### config.mk
export PLATFORM = sky130hd
export DESIGN_NAME = ahri_top
export DESIGN_NICKNAME = d
export VERILOG_FILES = /design/src/verilog/ahri_pkg.sv /design/src/verilog/ahri_top.sv
export SDC_FILE = /design/constraint.sdc
export NUM_CORES = 1
export LEC_CHECK = 0
export BUFFER_PORTS_ARGS = -buffer_cell sky130_fd_sc_hd__buf_2
export CAP_MARGIN = 15
export CORE_AREA = 2 2 71 73
export DETAILED_ROUTE_END_ITERATION = 10
export DIE_AREA = 0 0 73 75
export PLACE_DENSITY = 0.88
export SYNTH_ARGS = -nofsm -noshare
export SYNTH_HDL_FRONTEND = slang
export SYNTH_SLANG_ARGS = --single-unit
export TNS_END_PERCENT = 100
### constraint.sdc
create_clock -name mclk -period 4.79 [get_ports mclk]
set_input_delay 0.2395 -clock mclk [delete_from_list [all_inputs] [get_ports mclk]]
set_output_delay 0.2395 -clock mclk [all_outputs]
set_load 0.02 [all_outputs]
### src/verilog/ahri_pkg.sv
// constants, field layout and state type of the converter host register interface
// assumes one 25 MHz clock and a processor bus sampled synchronously to it
package ahri_pkg;

  // ==========================================================================
  // bus address decode (A1, A0)
  localparam logic [1:0] ADDR_CONTROL      = 2'h0;
  localparam logic [1:0] ADDR_RESULT_UPPER = 2'h1;
  localparam logic [1:0] ADDR_TEST         = 2'h3;
  localparam int         ADDR_LOWER_BIT    = 1;

  // ==========================================================================
  // control byte and status byte fields
  localparam int CTRL_CHAN_LSB   = 0;
  localparam int CTRL_CHAN_MSB   = 1;
  localparam int CTRL_FLAG_BIT   = 2;
  localparam int CTRL_RES_BIT    = 3;
  localparam int CTRL_LOW_MSB    = 3;
  localparam int STAT_EOC_BIT    = 7;
  localparam int STAT_BUSY_BIT   = 6;
  localparam int STAT_RES_HI_BIT = 5;
  localparam int STAT_RES_LO_BIT = 4;

  // ==========================================================================
  // reset values
  localparam logic [7:0]  CONTROL_RESET = 8'h00;
  localparam logic [11:0] RESULT_RESET  = 12'h000;
  localparam logic [3:0]  LOW_NIBBLE_ZERO = 4'h0;
  localparam logic [7:0]  BUS_IDLE      = 8'h00;

  // ==========================================================================
  // conversion timing (typical times, microseconds)
  localparam int CLK_FREQ_MHZ     = 25;
  localparam int CONV8_TIME_US    = 4000;
  localparam int CONV12_TIME_US   = 10000;
  localparam int CONV8_CYCLES_DEF  = CONV8_TIME_US * CLK_FREQ_MHZ;
  localparam int CONV12_CYCLES_DEF = CONV12_TIME_US * CLK_FREQ_MHZ;
  localparam int COUNT_W          = 18;

  typedef enum logic [1:0] {
    AHRI_IDLE,
    AHRI_CONVERT,
    AHRI_TEST
  } ahri_state_t;

endpackage : ahri_pkg

### src/verilog/ahri_top.sv
// processor-side control and register logic of a four-channel integrating converter
// assumes bus pins synchronous to mclk; the analog front end supplies conv_sample
`timescale 1ns/1ps
module ahri_top
  import ahri_pkg::*;
#(
  parameter int unsigned CONV8_CYCLES  = CONV8_CYCLES_DEF,
  parameter int unsigned CONV12_CYCLES = CONV12_CYCLES_DEF
) (
  input  wire logic        mclk,
  input  wire logic        reset_n,
  input  wire logic        cs_n,
  input  wire logic        rd_n,
  input  wire logic        wr_n,
  input  wire logic [1:0]  addr,
  input  wire logic [7:0]  data_in,
  input  wire logic [11:0] conv_sample,
  output logic      [7:0]  data_out,
  output logic             data_oe,
  output logic      [1:0]  channel_select,
  output logic             eoc_n
);

  // ==========================================================================
  // bus sampling
  logic              cs_n_q;
  logic              wr_n_q;
  logic [1:0]        addr_q;
  logic [7:0]        data_q;
  logic [7:0]        control;
  logic [11:0]       result;
  logic              busy;
  logic [COUNT_W-1:0] conv_count;
  logic [COUNT_W-1:0] next_count;
  ahri_state_t       state;
  ahri_state_t       next_state;
  logic              wr_done;
  logic              ctrl_wr;
  logic              test_wr;
  logic              conv_done;
  logic              rd_act;
  logic [7:0]        next_data;

  // the write is taken at the end of the strobe, where data setup is guaranteed
  always_ff @(posedge mclk or negedge reset_n) begin
    if (!reset_n) begin
      cs_n_q <= 1'b1;
      wr_n_q <= 1'b1;
      addr_q <= ADDR_CONTROL;
      data_q <= BUS_IDLE;
    end else begin
      cs_n_q <= cs_n;
      wr_n_q <= wr_n;
      addr_q <= addr;
      data_q <= data_in;
    end
  end

  assign wr_done = !wr_n_q && wr_n && !cs_n_q;
  assign ctrl_wr = wr_done && (addr_q == ADDR_CONTROL);
  assign test_wr = wr_done && (addr_q == ADDR_TEST);
  assign conv_done = (state == AHRI_CONVERT) && (conv_count == '0) && !ctrl_wr && !test_wr;
  assign rd_act  = !cs_n && !rd_n && wr_n;

  // ==========================================================================
  // control register and channel multiplexer select
  always_ff @(posedge mclk or negedge reset_n) begin
    if (!reset_n) begin
      control        <= CONTROL_RESET;
      channel_select <= CONTROL_RESET[CTRL_CHAN_MSB:CTRL_CHAN_LSB];
    end else if (ctrl_wr) begin
      control        <= data_q;
      channel_select <= data_q[CTRL_CHAN_MSB:CTRL_CHAN_LSB];
    end
  end

  // ==========================================================================
  // sequencer: a new control write always wins, even mid-conversion
  always_comb begin
    next_state = state;
    next_count = conv_count;
    case (state)
      AHRI_IDLE: begin
        if (test_wr) begin
          next_state = AHRI_TEST;
        end
      end
      AHRI_CONVERT: begin
        if (test_wr) begin
          next_state = AHRI_TEST;
        end else if (conv_count == '0) begin
          next_state = AHRI_IDLE;
        end else begin
          next_count = conv_count - COUNT_W'(1);
        end
      end
      AHRI_TEST: begin
        next_state = AHRI_TEST;
      end
      default: begin
        next_state = AHRI_IDLE;
      end
    endcase
    if (test_wr) begin
      next_count = {conv_count[COUNT_W-1:8], data_q};
    end
    if (ctrl_wr) begin
      next_state = AHRI_CONVERT;
      next_count = data_q[CTRL_RES_BIT] ? COUNT_W'(CONV12_CYCLES - 1)
                                        : COUNT_W'(CONV8_CYCLES - 1);
    end
  end

  always_ff @(posedge mclk or negedge reset_n) begin
    if (!reset_n) begin
      state      <= AHRI_IDLE;
      conv_count <= '0;
    end else begin
      state      <= next_state;
      conv_count <= next_count;
    end
  end

  // ==========================================================================
  // busy and end of conversion; a start in the same cycle cannot coincide with done
  always_ff @(posedge mclk or negedge reset_n) begin
    if (!reset_n) begin
      busy  <= 1'b0;
      eoc_n <= 1'b1;
    end else if (ctrl_wr) begin
      busy  <= 1'b1;
      eoc_n <= 1'b1;
    end else if (conv_done) begin
      busy  <= 1'b0;
      eoc_n <= 1'b0;
    end
  end

  // an 8-bit conversion leaves the lower nibble at zero
  always_ff @(posedge mclk or negedge reset_n) begin
    if (!reset_n) begin
      result <= RESULT_RESET;
    end else if (conv_done) begin
      result <= control[CTRL_RES_BIT] ? conv_sample
                                      : {conv_sample[11:4], LOW_NIBBLE_ZERO};
    end
  end

  // ==========================================================================
  // read path; data bus is released whenever no valid read is under way
  always_comb begin
    if (addr == ADDR_CONTROL) begin
      next_data = {eoc_n, !busy, result[11:10], control[CTRL_LOW_MSB:0]};
    end else if (addr == ADDR_RESULT_UPPER) begin
      next_data = result[11:4];
    end else begin
      next_data = {result[3:0], LOW_NIBBLE_ZERO};
    end
  end

  always_ff @(posedge mclk or negedge reset_n) begin
    if (!reset_n) begin
      data_oe  <= 1'b0;
      data_out <= BUS_IDLE;
    end else begin
      data_oe  <= rd_act;
      data_out <= rd_act ? next_data : BUS_IDLE;
    end
  end
endmodule : ahri_top

* Word-level counts from Yosys, hierarchy flattened *
Cells that the tools add are included.
W data, S select, Z words.

operators by class
  equality and inequality tests = 9
  muxes and demuxes = 16
  reduce and logical (&&, ||, !) cells = 26
  add/sub/neg operators = 1

operators with widths
  operator                 number
  $mux W18                 5
  $mux W8                  3
  $logic_not A18 Y1        1
  $sub A18 B1 Y18 const B  1
  $logic_and A1 B1 Y1      9
  $mux W2                  4
  $logic_not A1 Y1         7
  $logic_not A2 Y1         3
  $ne A3 B3 Y1 const B     2
  $pmux W2 S3              1
  $eq A2 B1 Y1 const B     2
  $eq A2 B2 Y1 const B     2
  $mux W4                  1
  $ne A2 B2 Y1 const B     2
  $ne A4 B3 Y1 const B     1
  $reduce_and A2 Y1        2
  $reduce_bool A2 Y1       2
  $reduce_and A3 Y1        1
  $reduce_bool A3 Y1       1
  $mux W1                  2

word-level totals
  input bits = 27
  register bits = 61
  output and inout port bits = 12
  word-level logic and storage cells = 66

* Longest topological paths before layout *
Gate-level depths: netlist (run 1).

  depth after elaboration = 9
  mapped depth = 8
  depth with buffers taken out = 8

* Least setup slack after synthesis (run 1) *
OpenSTA, ideal clock, no wires.

  path type = register -> register
  start = register conv_count[0]
  end = register result[10]
  period minus slack after synthesis = 2111 ps
  data required time = 4663 ps
  arrival = 1984 ps
  setup slack = 2679 ps
  cell stages (with the launch flop) = 8
  path through = dfrtp_1 inv_1 ha_1 nor4b_4 nand2_2 nor4b_4 buf_6 mux2_1

between the ends
  word-level cells in the longest chain between the ends = 4

ends and longest elaborated chain
  item                              RTL line         RTL
  start, declared                   ahri_top.sv:33   logic [COUNT_W-1:0] conv_count;
  start signal, assigned            ahri_top.sv:120  conv_count <= next_count;
  $logic_not A18 Y1                 ahri_top.sv:62   assign conv_done = (state == AHRI_CONVERT) && (conv_count == '0) && !ctrl_wr && !test_wr;
  $logic_and A1 B1 Y1 (3 in a row)  ahri_top.sv:62
  end signal, assigned              ahri_top.sv:144  result <= control[CTRL_RES_BIT] ? conv_sample
  end, declared                     ahri_top.sv:31   logic [11:0] result;

Every way passes these cells.
A chain may end at the register's enable or synchronous reset.

* Worst setup path in the final report (run 1) *
  start = register conv_count[0]
  end = register result[5]

Same word-level chain as after synthesis.

==> results.sh, run 1 <==
export IMPL_maxCapViolCount=0
export IMPL_reg2regPathDepth=6
export IMPL_power_frac_comb_pct=17.5
export IMPL_utilization_pct=69.5
export IMPL_clkLatencyLatePin_ps=350
export IMPL_die_w_um=73
export IMPL_crit_top_cell="nor4b_4"
export IMPL_cts_hold_fix_buffers=9
export IMPL_rsz0062_at_grt="no"
export IMPL_grt_max_degree=60
export IMPL_max_slew_margin_pct=36.9
export IMPL_slowest_stage="nor4b_4"
export IMPL_place_congestion=0.848
export IMPL_ys_seq_elements=59
export IMPL_diodes=0
export IMPL_drtIter0Drc=187
export IMPL_post_place_cells=327
export IMPL_p_int_mw=0.940
export IMPL_end_kind="flop"
export IMPL_post_place_ws_ps=2180
export IMPL_start_kind="flop"
export IMPL_avgSynthCellArea_um2=11.1
export IMPL_skew_ps=8.53
export IMPL_num_nets_final=321
export IMPL_hp_class="in -> reg"
export IMPL_synth_nets=274
export IMPL_post_cts_resized=0
export IMPL_yosysSeqAreaShare_pct=54.2
export IMPL_critical_path_required_ps=5010
export IMPL_synthCells=246
export IMPL_fill_cells=330
export IMPL_vdd_ir_drop_worst_mv=0.345
export IMPL_setup_ws_ps=2130
export IMPL_max_freq_mhz=376
export IMPL_h_tree_depth=3
export IMPL_crit_buf_inv=1
export IMPL_crit_path_max_fanout=14
export IMPL_cp_arrival_ps=2890
export IMPL_drc=0
export IMPL_initial_core_util_pct=58.6
export IMPL_wirelength_um=6260
export IMPL_vias=2163
export IMPL_root_buffer="clkbuf_8"
export IMPL_core_um2=4660
export IMPL_synthToLayoutAreaGrowth_pct=18.6
export IMPL_p_clk_share_pct=35.8
export IMPL_viasPerCell=6.14
export IMPL_antenna_found_initial=0
export IMPL_first_global_vias=2272
export IMPL_switching_share_pct=29.8
export IMPL_cpPeakStageDelay_ps=880
export IMPL_crit_cells=6
export IMPL_dpl_hpwl_um=3890
export IMPL_drtAntennaViolNets=0
export IMPL_drtPass1Iterations=6
export IMPL_synthFlopType="dfrtp_1"
export IMPL_numPortBuffers=38
export IMPL_async_flop_share_pct=100
export IMPL_synth_edf_count=0
export IMPL_cts_sinks=59
export IMPL_cts_buffer_depth=2
export IMPL_grt_first_pass_wirelength_um=10600
export IMPL_worst_setup_path_type="reg -> reg"
export IMPL_track_usage_pct=26.2
export IMPL_io_pins=39
export IMPL_setup_viol=0
export IMPL_hold_depth=1
export IMPL_hold_violations=0
export IMPL_cp_top_family="simple AND/OR/NAND/NOR gates"
export IMPL_post_cts_setup_buffer_count=0
export IMPL_p_seq_share_pct=46.7
export IMPL_path_cells="inv_1, ha_1, nor4b_4, nand2_2, nor4b_4, mux2_2"
export IMPL_layout_drive_gt1_share_pct=25.8
export IMPL_rows=25
export IMPL_multi_input_area_um2=1150
export IMPL_final_area_um2=3240
export IMPL_regArea_um2=1480
export IMPL_die_height_um=75
export IMPL_period_share_pct=55.6
export IMPL_syn_area_um2=2730
export IMPL_gr_total_overflow=0
export IMPL_placed_area_um2=2940
export IMPL_cts_tree="built"
export IMPL_fin_crit_ps=2660
export IMPL_wl_per_cell_um=17.8
export IMPL_final_cells=352
export IMPL_clkTransAtPathRegs_ps=70
export IMPL_power_switching_mw=0.399
export IMPL_finalSetupTns_ps=0
export IMPL_dieArea_um2=5480
export IMPL_max_slew_worst_pin_slew_ps=943
export IMPL_ys_types=55
export IMPL_p_leak_nw=1.52
export IMPL_yosysWarnings=0
export IMPL_outcome="finished clean"
export IMPL_drv_slew=0
export IMPL_cts_inserted_buffers=9
export IMPL_powerDensity_nw_per_um2=413
area by class of cell:
cell class / count / area share, %
clock buffers: 12 / 5.10
well taps: 54 / 2.08
clock inverters: 4 / 1.47
flip-flops and latches: 59 / 45.7
inverters: 11 / 1.27
multi-input cells: 164 / 35.5
repair buffers: 48 / 8.88
metrics by stage:
stage / total power [mW] / hold slack (ps)
2_1_floorplan: 0.782 / -56.1
3_3_place_gp: 0.836 / 348
3_5_place_dp: 0.850 / 349
4_1_cts: 1.34 / 1.24
5_1_grt: 1.39 / 10.4
6_report: 1.34 / 8.67
placed cells by master (no fill, tap or decap), types with 7 or more instances in the layout:
cell and count:
nor2_1 19, inv_1 10, nand2_1 24, clkbuf_8 12, buf_2 38, dfrtp_1 56, nand3_1 7, a211oi_1 12
dlygate4sd3_1 9, mux2i_1 10, o21ai_0 8
synth_stat cells (3+ instances only):
cell type	n	area, um2
dfrtp_1	56	1400
o31ai_1	3	22.5
mux2_1	5	56.3
a31o_2	3	26.3
mux2_2	3	33.8
nand2_1	24	90.1
inv_1	10	37.5
clkbuf_1	9	33.8
nor3_1	4	20.0
a22o_1	6	52.6
a211oi_1	12	90.1
mux2i_1	10	100
nand3_1	7	35.0
o21ai_0	8	40.0
nor2_1	19	71.3
a31oi_1	4	25.0
dfstp_2	3	78.8
a21oi_1	6	30.0
or3_1	4	25.0
nor2b_1	3	18.8
cell families after synthesis:
logic type / count (synthesis) / share of synthesized area [%]
compound gates: 61 / 16.3
mux: 18 / 6.96
xor+xnor: 2 / 0.641
flops: 59 / 54.2
buf+inv: 23 / 3.71
simple gates: 82 / 17.7
fa+ha+maj: 1 / 0.458
registers in the layout, summed over array words and instances (netlist names):
signal / cells
data_out: 8
wr_n_q: 1
channel_select: 1
result: 12
addr_q: 2
cs_n_q: 1
data_q: 8
eoc_n: 1
state: 2
control: 3
busy: 1
conv_count: 18
data_oe: 1
path summary, 6_finish.rpt:
kind | from | endpoint | slack (ps)
hold / removal | wr_n | wr_n_q | 9
setup / recovery | conv_count[0] | result[5] | 2130
setup reg to reg | conv_count[0] | result[5] | 2130
min in group asynchronous | reset_n | data_out[1] | 30
hold reg to reg | state[0] | state[1] | 440
max in group asynchronous | reset_n | conv_count[11] | 4260
power by group through the flow:
stage | Clock, mW | Sequential, mW | Combinational [mW]
global placement | 0 | 0.625 | 0.210
finish | 0.479 | 0.625 | 0.234
global route | 0.502 | 0.634 | 0.256
CTS | 0.482 | 0.622 | 0.232
floorplan | 0 | 0.616 | 0.166
detailed placement | 0 | 0.629 | 0.221
per-layer routing:
| layer | track usage, % | wire [um] |
|---|---|---|
| met5 | 0 | 0 |
| met4 | 13.8 | 153 |
| met3 | 5.09 | 362 |
| met2 | 43.1 | 3180 |
| met1 | 32.9 | 2570 |
No activity file was read; power rests on OpenSTA's default activity.
==> run 2: changes to the inputs <==
--- a/config.mk
+++ b/config.mk
@@ -7,10 +7,10 @@
 export LEC_CHECK = 0
 export BUFFER_PORTS_ARGS = -buffer_cell sky130_fd_sc_hd__buf_2
 export CAP_MARGIN = 15
-export CORE_AREA = 2 2 71 73
+export CORE_AREA = 2 2 77 79
 export DETAILED_ROUTE_END_ITERATION = 10
-export DIE_AREA = 0 0 73 75
-export PLACE_DENSITY = 0.88
+export DIE_AREA = 0 0 79 81
+export PLACE_DENSITY = 0.8
 export SYNTH_ARGS = -nofsm -noshare
 export SYNTH_HDL_FRONTEND = slang
 export SYNTH_SLANG_ARGS = --single-unit
==> constraint.sdc (replaced) <==
create_clock -name mclk -period 2.4 [get_ports mclk]
set_input_delay 0.12 -clock mclk [delete_from_list [all_inputs] [get_ports mclk]]
set_output_delay 0.12 -clock mclk [all_outputs]
set_load 0.02 [all_outputs]
==> run 2 against run 1 <==
Power up 94%. Combinational power up 100%. Via count down 1.1%. Clock skew about the same. Sequential power up 98%. Die area up 17%. First-iteration DRC count up 4.8%. Design area up 4.9%. Critical path type unchanged.
==> results.sh, run 2 (same netlist as run 1, synthesis figures left out) <==
export IMPL_start_kind="flop"
export IMPL_cts_buffer_depth=2
export IMPL_finalSetupTns_ps=0
export IMPL_utilization_pct=59.9
export IMPL_setup_viol=0
export IMPL_core_um2=5680
export IMPL_end_kind="flop"
export IMPL_wl_per_cell_um=15.4
export IMPL_rsz0062_at_grt="no"
export IMPL_fin_crit_ps=2210
export IMPL_drtAntennaViolNets=0
export IMPL_hold_violations=0
export IMPL_post_place_ws_ps=170
export IMPL_place_congestion=0.845
export IMPL_layout_drive_gt1_share_pct=27.0
export IMPL_worst_setup_path_type="reg -> reg"
export IMPL_crit_path_max_fanout=14
export IMPL_regMostFlops="conv_count"
export IMPL_root_buffer="clkbuf_8"
export IMPL_r2r_end="result[4]"
export IMPL_drtPass1Iterations=4
export IMPL_dpl_hpwl_um=4010
export IMPL_hold_end="result[6]"
export IMPL_path_cells="inv_1, ha_1, nor4b_4, nand2_2, nor4b_4, buf_6, mux2_2"
export IMPL_skew_ps=8.27
export IMPL_grt_first_pass_wirelength_um=10000
export IMPL_critical_path_required_ps=2630
export IMPL_max_slew_margin_pct=50.6
export IMPL_maxCapViolCount=0
export IMPL_slowest_stage="dfrtp_1"
export IMPL_io_pins=39
export IMPL_drtIter0Drc=196
export IMPL_layout_commonest_cell="dfrtp_1"
export IMPL_vias=2139
export IMPL_p_leak_nw=1.59
export IMPL_first_global_vias=2139
export IMPL_dieArea_um2=6400
export IMPL_timing_rr_start="conv_count[1]"
export IMPL_track_usage_pct=20.8
export IMPL_max_freq_mhz=452
export IMPL_powerDensity_nw_per_um2=765
export IMPL_period_share_pct=92.2
export IMPL_synthToLayoutAreaGrowth_pct=24.4
export IMPL_viasPerCell=5.48
export IMPL_die_height_um=81
export IMPL_cpPeakStageDelay_ps=390
export IMPL_numPortBuffers=38
export IMPL_setup_ws_ps=187
export IMPL_antenna_found_initial=0
export IMPL_drc=0
export IMPL_hp_class="in -> reg"
export IMPL_cts_tree="built"
export IMPL_crit_top_cell="nor4b_4"
export IMPL_hp_start="conv_sample[6]"
export IMPL_grt_max_degree=60
export IMPL_gr_total_overflow=0
export IMPL_reg2regPathDepth=7
export IMPL_initial_core_util_pct=48.1
export IMPL_rows=28
export IMPL_clkLatencyLatePin_ps=350
export IMPL_clkTransAtPathRegs_ps=60
export IMPL_num_nets_final=338
export IMPL_drv_slew=0
export IMPL_cts_inserted_buffers=9
export IMPL_reg2reg_slack_ps=190
export IMPL_wirelength_um=5990
export IMPL_max_slew_worst_pin_slew_ps=741
export IMPL_cp_arrival_ps=2440
export IMPL_reg_top3="conv_count: 18 flops, result: 12 flops"
export IMPL_hold_depth=2
export IMPL_cts_sinks=59
export IMPL_outcome="finished clean"
export IMPL_largest_reg_flops=18
export IMPL_vdd_ir_drop_worst_mv=0.550
export IMPL_h_tree_depth=3
export IMPL_diodes=0
export IMPL_mostFrequentLayoutCells="56 x dfrtp_1, 38 x buf_2, 24 x nand2_1"
export IMPL_die_w_um=79
[run 2: cell count changes in the layout (fill, tap and decap cells not counted), sizes merged]
cell and delta:
clkbuf -1, dlygate4sd3 +8, buf +9, clkinv +1
[run 2: how the worst max path moves through the flow]
stage                  startpoint       endpoint  slack, ps  depth (start not counted)
floorplan           conv_count[0]     result[10]        290                          7
global placement    conv_count[0]      result[4]        210                          7
detailed placement  conv_count[1]      result[4]        170                          7
CTS                 conv_count[1]      result[4]        160                          7
global route        conv_count[1]  conv_count[5]         30                          7
finish              conv_count[1]      result[4]        190                          7
[run 2: final cells by class]
class / instances / area (um2)
Fill cell: 481 / 2280
Sequential cell: 59 / 1480
Multi-Input combinational cell: 164 / 1150
Timing Repair Buffer: 65 / 439
Clock buffer: 11 / 141
Tap cell: 75 / 93.8
Clock inverter: 5 / 52.6
Inverter: 11 / 41.3
[run 2: where the power goes]
part | internal (mW) | switching (mW)
Clock | 0.502 | 0.386
Sequential | 1.10 | 0.144
Combinational | 0.230 | 0.239
Total | 1.83 | 0.769
[run 2: through the flow]
stage          hold slack [ps]  std cells  area (um2)  total power [mW]
2_1_floorplan             -176        246        2730              1.56
3_5_place_dp               229        357        3030              1.70
5_1_grt                   6.94        390        3400              2.74
6_report                  16.2        390        3400              2.60
3_3_place_gp               228        357        3030              1.68
4_1_cts                   4.89        390        3400              2.62
[run 2: what timing repair did]
action,in CTS,in global routing
hold buffers,17,0
setup buffers,0,0
endpoints found under the hold margin,72,0
gates resized for setup,0,1
endpoints found under the setup margin,0,4
[run 2: critical path: cells and delay by family, from the launching register on]
family,cells,cell delay [ps]
mux,1,360
flops,1,390
buf+inv,2,310
fa+ha+maj,1,240
simple gates,3,800
[run 2: routing by layer]
layer	up-vias	wire length [um]	track usage (%)
li1	1028	-	-
met1	1027	2540	26.2
met2	73	3000	33.6
met3	11	339	6.00
met4	0	114	9.14
met5	-	0	0
==> run 3: changes to the inputs <==
--- a/config.mk
+++ b/config.mk
@@ -10,7 +10,8 @@
 export CORE_AREA = 2 2 77 79
 export DETAILED_ROUTE_END_ITERATION = 10
 export DIE_AREA = 0 0 79 81
-export PLACE_DENSITY = 0.8
+export GPL_TIMING_DRIVEN = 0
+export PLACE_DENSITY = 0.73
 export SYNTH_ARGS = -nofsm -noshare
 export SYNTH_HDL_FRONTEND = slang
 export SYNTH_SLANG_ARGS = --single-unit
==> run 3 against run 2 <==
Die area did not move. Critical path depth did not move. Register-to-register slack barely moved. Fmax rose by 0.65%. Clock skew barely moved. Combinational power barely moved. Sequential power barely moved. Critical endpoint is now result[8].
==> results.sh, run 3 (same netlist as run 1, synthesis figures left out) <==
export IMPL_power_frac_comb_pct=18.0
export IMPL_p_clk_share_pct=34.5
export IMPL_hold_violations=0
export IMPL_power_switching_mw=0.775
export IMPL_setup_viol=0
export IMPL_outcome="finished clean"
export IMPL_path_cells="inv_1, ha_1, nor4b_4, nand2_4, nor4b_4, buf_6, mux2_1"
export IMPL_dieArea_um2=6400
export IMPL_drtPass1Iterations=4
export IMPL_clkLatencyLatePin_ps=340
export IMPL_num_nets_final=341
export IMPL_hp_class="in -> reg"
export IMPL_cts_inserted_buffers=9
export IMPL_p_int_mw=1.84
export IMPL_critical_path_required_ps=2630
export IMPL_core_um2=5680
export IMPL_use_met2_pct=32.8
export IMPL_layout_commonest_cell="dfrtp_1"
export IMPL_use_met1_pct=26.8
export IMPL_viasPerCell=5.45
export IMPL_regArea_um2=1480
export IMPL_first_global_vias=2133
export IMPL_place_congestion=0.801
export IMPL_mostFrequentLayoutCells="56 x dfrtp_1, 39 x buf_2, 24 x nand2_1"
export IMPL_drv_slew=0
export IMPL_regMostFlops="conv_count"
export IMPL_track_usage_pct=20.6
export IMPL_max_freq_mhz=455
export IMPL_die_w_um=79
export IMPL_period_share_pct=91.6
export IMPL_maxCapViolCount=0
export IMPL_die_height_um=81
export IMPL_slowest_stage="dfrtp_1"
export IMPL_cpPeakStageDelay_ps=420
export IMPL_crit_top_cell="nor4b_4"
export IMPL_post_place_cells=360
export IMPL_cts_tree="built"
export IMPL_drtIter0Drc=152
export IMPL_end_kind="flop"
export IMPL_diodes=0
export IMPL_switching_share_pct=29.6
export IMPL_holdWs_ps=4.48
export IMPL_powerDensity_nw_per_um2=765
export IMPL_p_leak_nw=1.59
export IMPL_final_cells=393
export IMPL_cts_sinks=59
export IMPL_grt_max_degree=39
export IMPL_root_buffer="clkbuf_8"
export IMPL_skew_ps=8.48
export IMPL_largest_reg_flops=18
export IMPL_initial_core_util_pct=48.1
export IMPL_vdd_ir_drop_worst_mv=0.605
export IMPL_max_slew_worst_pin_slew_ps=548
export IMPL_numPortBuffers=38
export IMPL_grt_util_met3_pct=3.67
export IMPL_max_slew_margin_pct=63.4
export IMPL_finalSetupTns_ps=0
export IMPL_io_pins=39
export IMPL_vias=2143
export IMPL_busiest_layer="met2"
export IMPL_grt_first_pass_wirelength_um=9960
export IMPL_synthToLayoutAreaGrowth_pct=25.2
export IMPL_drc=0
export IMPL_cp_arrival_ps=2430
export IMPL_fill_cells=478
export IMPL_reg_top3="conv_count: 18 flops, result: 12 flops"
export IMPL_h_tree_depth=3
export IMPL_layout_drive_gt1_share_pct=25.8
export IMPL_p_seq_share_pct=47.5
export IMPL_start_kind="flop"
export IMPL_gr_total_overflow=0
export IMPL_cp_top_family="simple AND/OR/NAND/NOR gates"
export IMPL_cts_buffer_depth=2
export IMPL_fin_crit_ps=2200
export IMPL_clkTransAtPathRegs_ps=70
export IMPL_dpl_hpwl_um=3950
export IMPL_crit_path_max_fanout=10
export IMPL_worst_setup_path_type="reg -> reg"
export IMPL_multi_input_area_um2=1170
export IMPL_crit_buf_inv=2
export IMPL_drtAntennaViolNets=0
export IMPL_antenna_found_initial=0
export IMPL_rows=28
export IMPL_wirelength_um=5990
export IMPL_wl_per_cell_um=15.2
run 3: cell types whose count changed in the layout (fill, tap and decap cells not counted), sizes merged:
cell | previous run | this run
clkinv | 3 | 1
buf | 48 | 44
clkinvlp | 1 | 2
clkbuf | 11 | 20
dlygate4sd3 | 17 | 16
run 3: routing by layer:
layer	vias up	routed length, um	part of all wire, %
met5	-	0	0
met4	0	112	1.9
met3	10	276	4.6
met2	62	2800	47
met1	1031	2800	47
li1	1040	-	-
run 3: what timing repair did:
action                                  CTS  global route
endpoints found under the setup margin    4            13
gates resized for setup                   0             7
setup buffers                             1             0
hold endpoints to repair                 36             0
hold buffers                             16             0
pin swaps                                 1             0
run 3: power by group through the flow:
stage | Combinational [mW] | Sequential (mW) | Clock (mW)
after global placement | 0.434 | 1.25 | 0
after floorplan | 0.330 | 1.23 | 0
after detailed placement | 0.450 | 1.25 | 0
final | 0.471 | 1.24 | 0.904
after CTS | 0.471 | 1.24 | 0.913
after global routing | 0.523 | 1.26 | 0.958
run 3: per-stage QoR:
step / instance area [um2] / power, mW / worst slack (ps) / util [%]
5_1_grt: 3420 / 2.75 / -13.8 / 60.3
3_3_place_gp: 3020 / 1.68 / -20.4 / 53.2
2_1_floorplan: 2730 / 1.56 / 289 / -
6_report: 3420 / 2.62 / 201 / 60.3
3_5_place_dp: 3040 / 1.71 / -30.6 / 53.5
4_1_cts: 3400 / 2.62 / 47.3 / 59.9
run 3: final timing paths:
| path | slack [ps] | startpoint | end | cells after the start |
|---|---|---|---|---|
| max in group asynchronous | 1490 | reset_n | eoc_n | 3 |
| min in group asynchronous | 280 | reset_n | data_q[3] | 2 |
| max | 200 | conv_count[0] | result[8] | 7 |
| min | 4 | conv_sample[11] | result[11] | 2 |
| max reg2reg | 200 | conv_count[0] | result[8] | 7 |
| min reg2reg | 430 | state[0] | state[1] | 1 |
run 3: layout make-up:
| class | instances | share of cell area (%) |
|---|---|---|
| Clock inverter | 4 | 1.46 |
| Tap cell | 75 | 2.74 |
| Inverter | 11 | 1.21 |
| Clock buffer | 12 | 4.24 |
| Multi-Input combinational cell | 164 | 34.3 |
| Sequential cell | 59 | 43.3 |
| Timing Repair Buffer | 56 | 11.0 |
| Buffer | 12 | 1.79 |
run 3: worst register-to-register path: stages, from the launching register on:
cell	delay, ps
dfrtp_1	420
inv_1	70
ha_1	230
nor4b_4	340
nand2_4	170
nor4b_4	330
buf_6	200
mux2_1	330
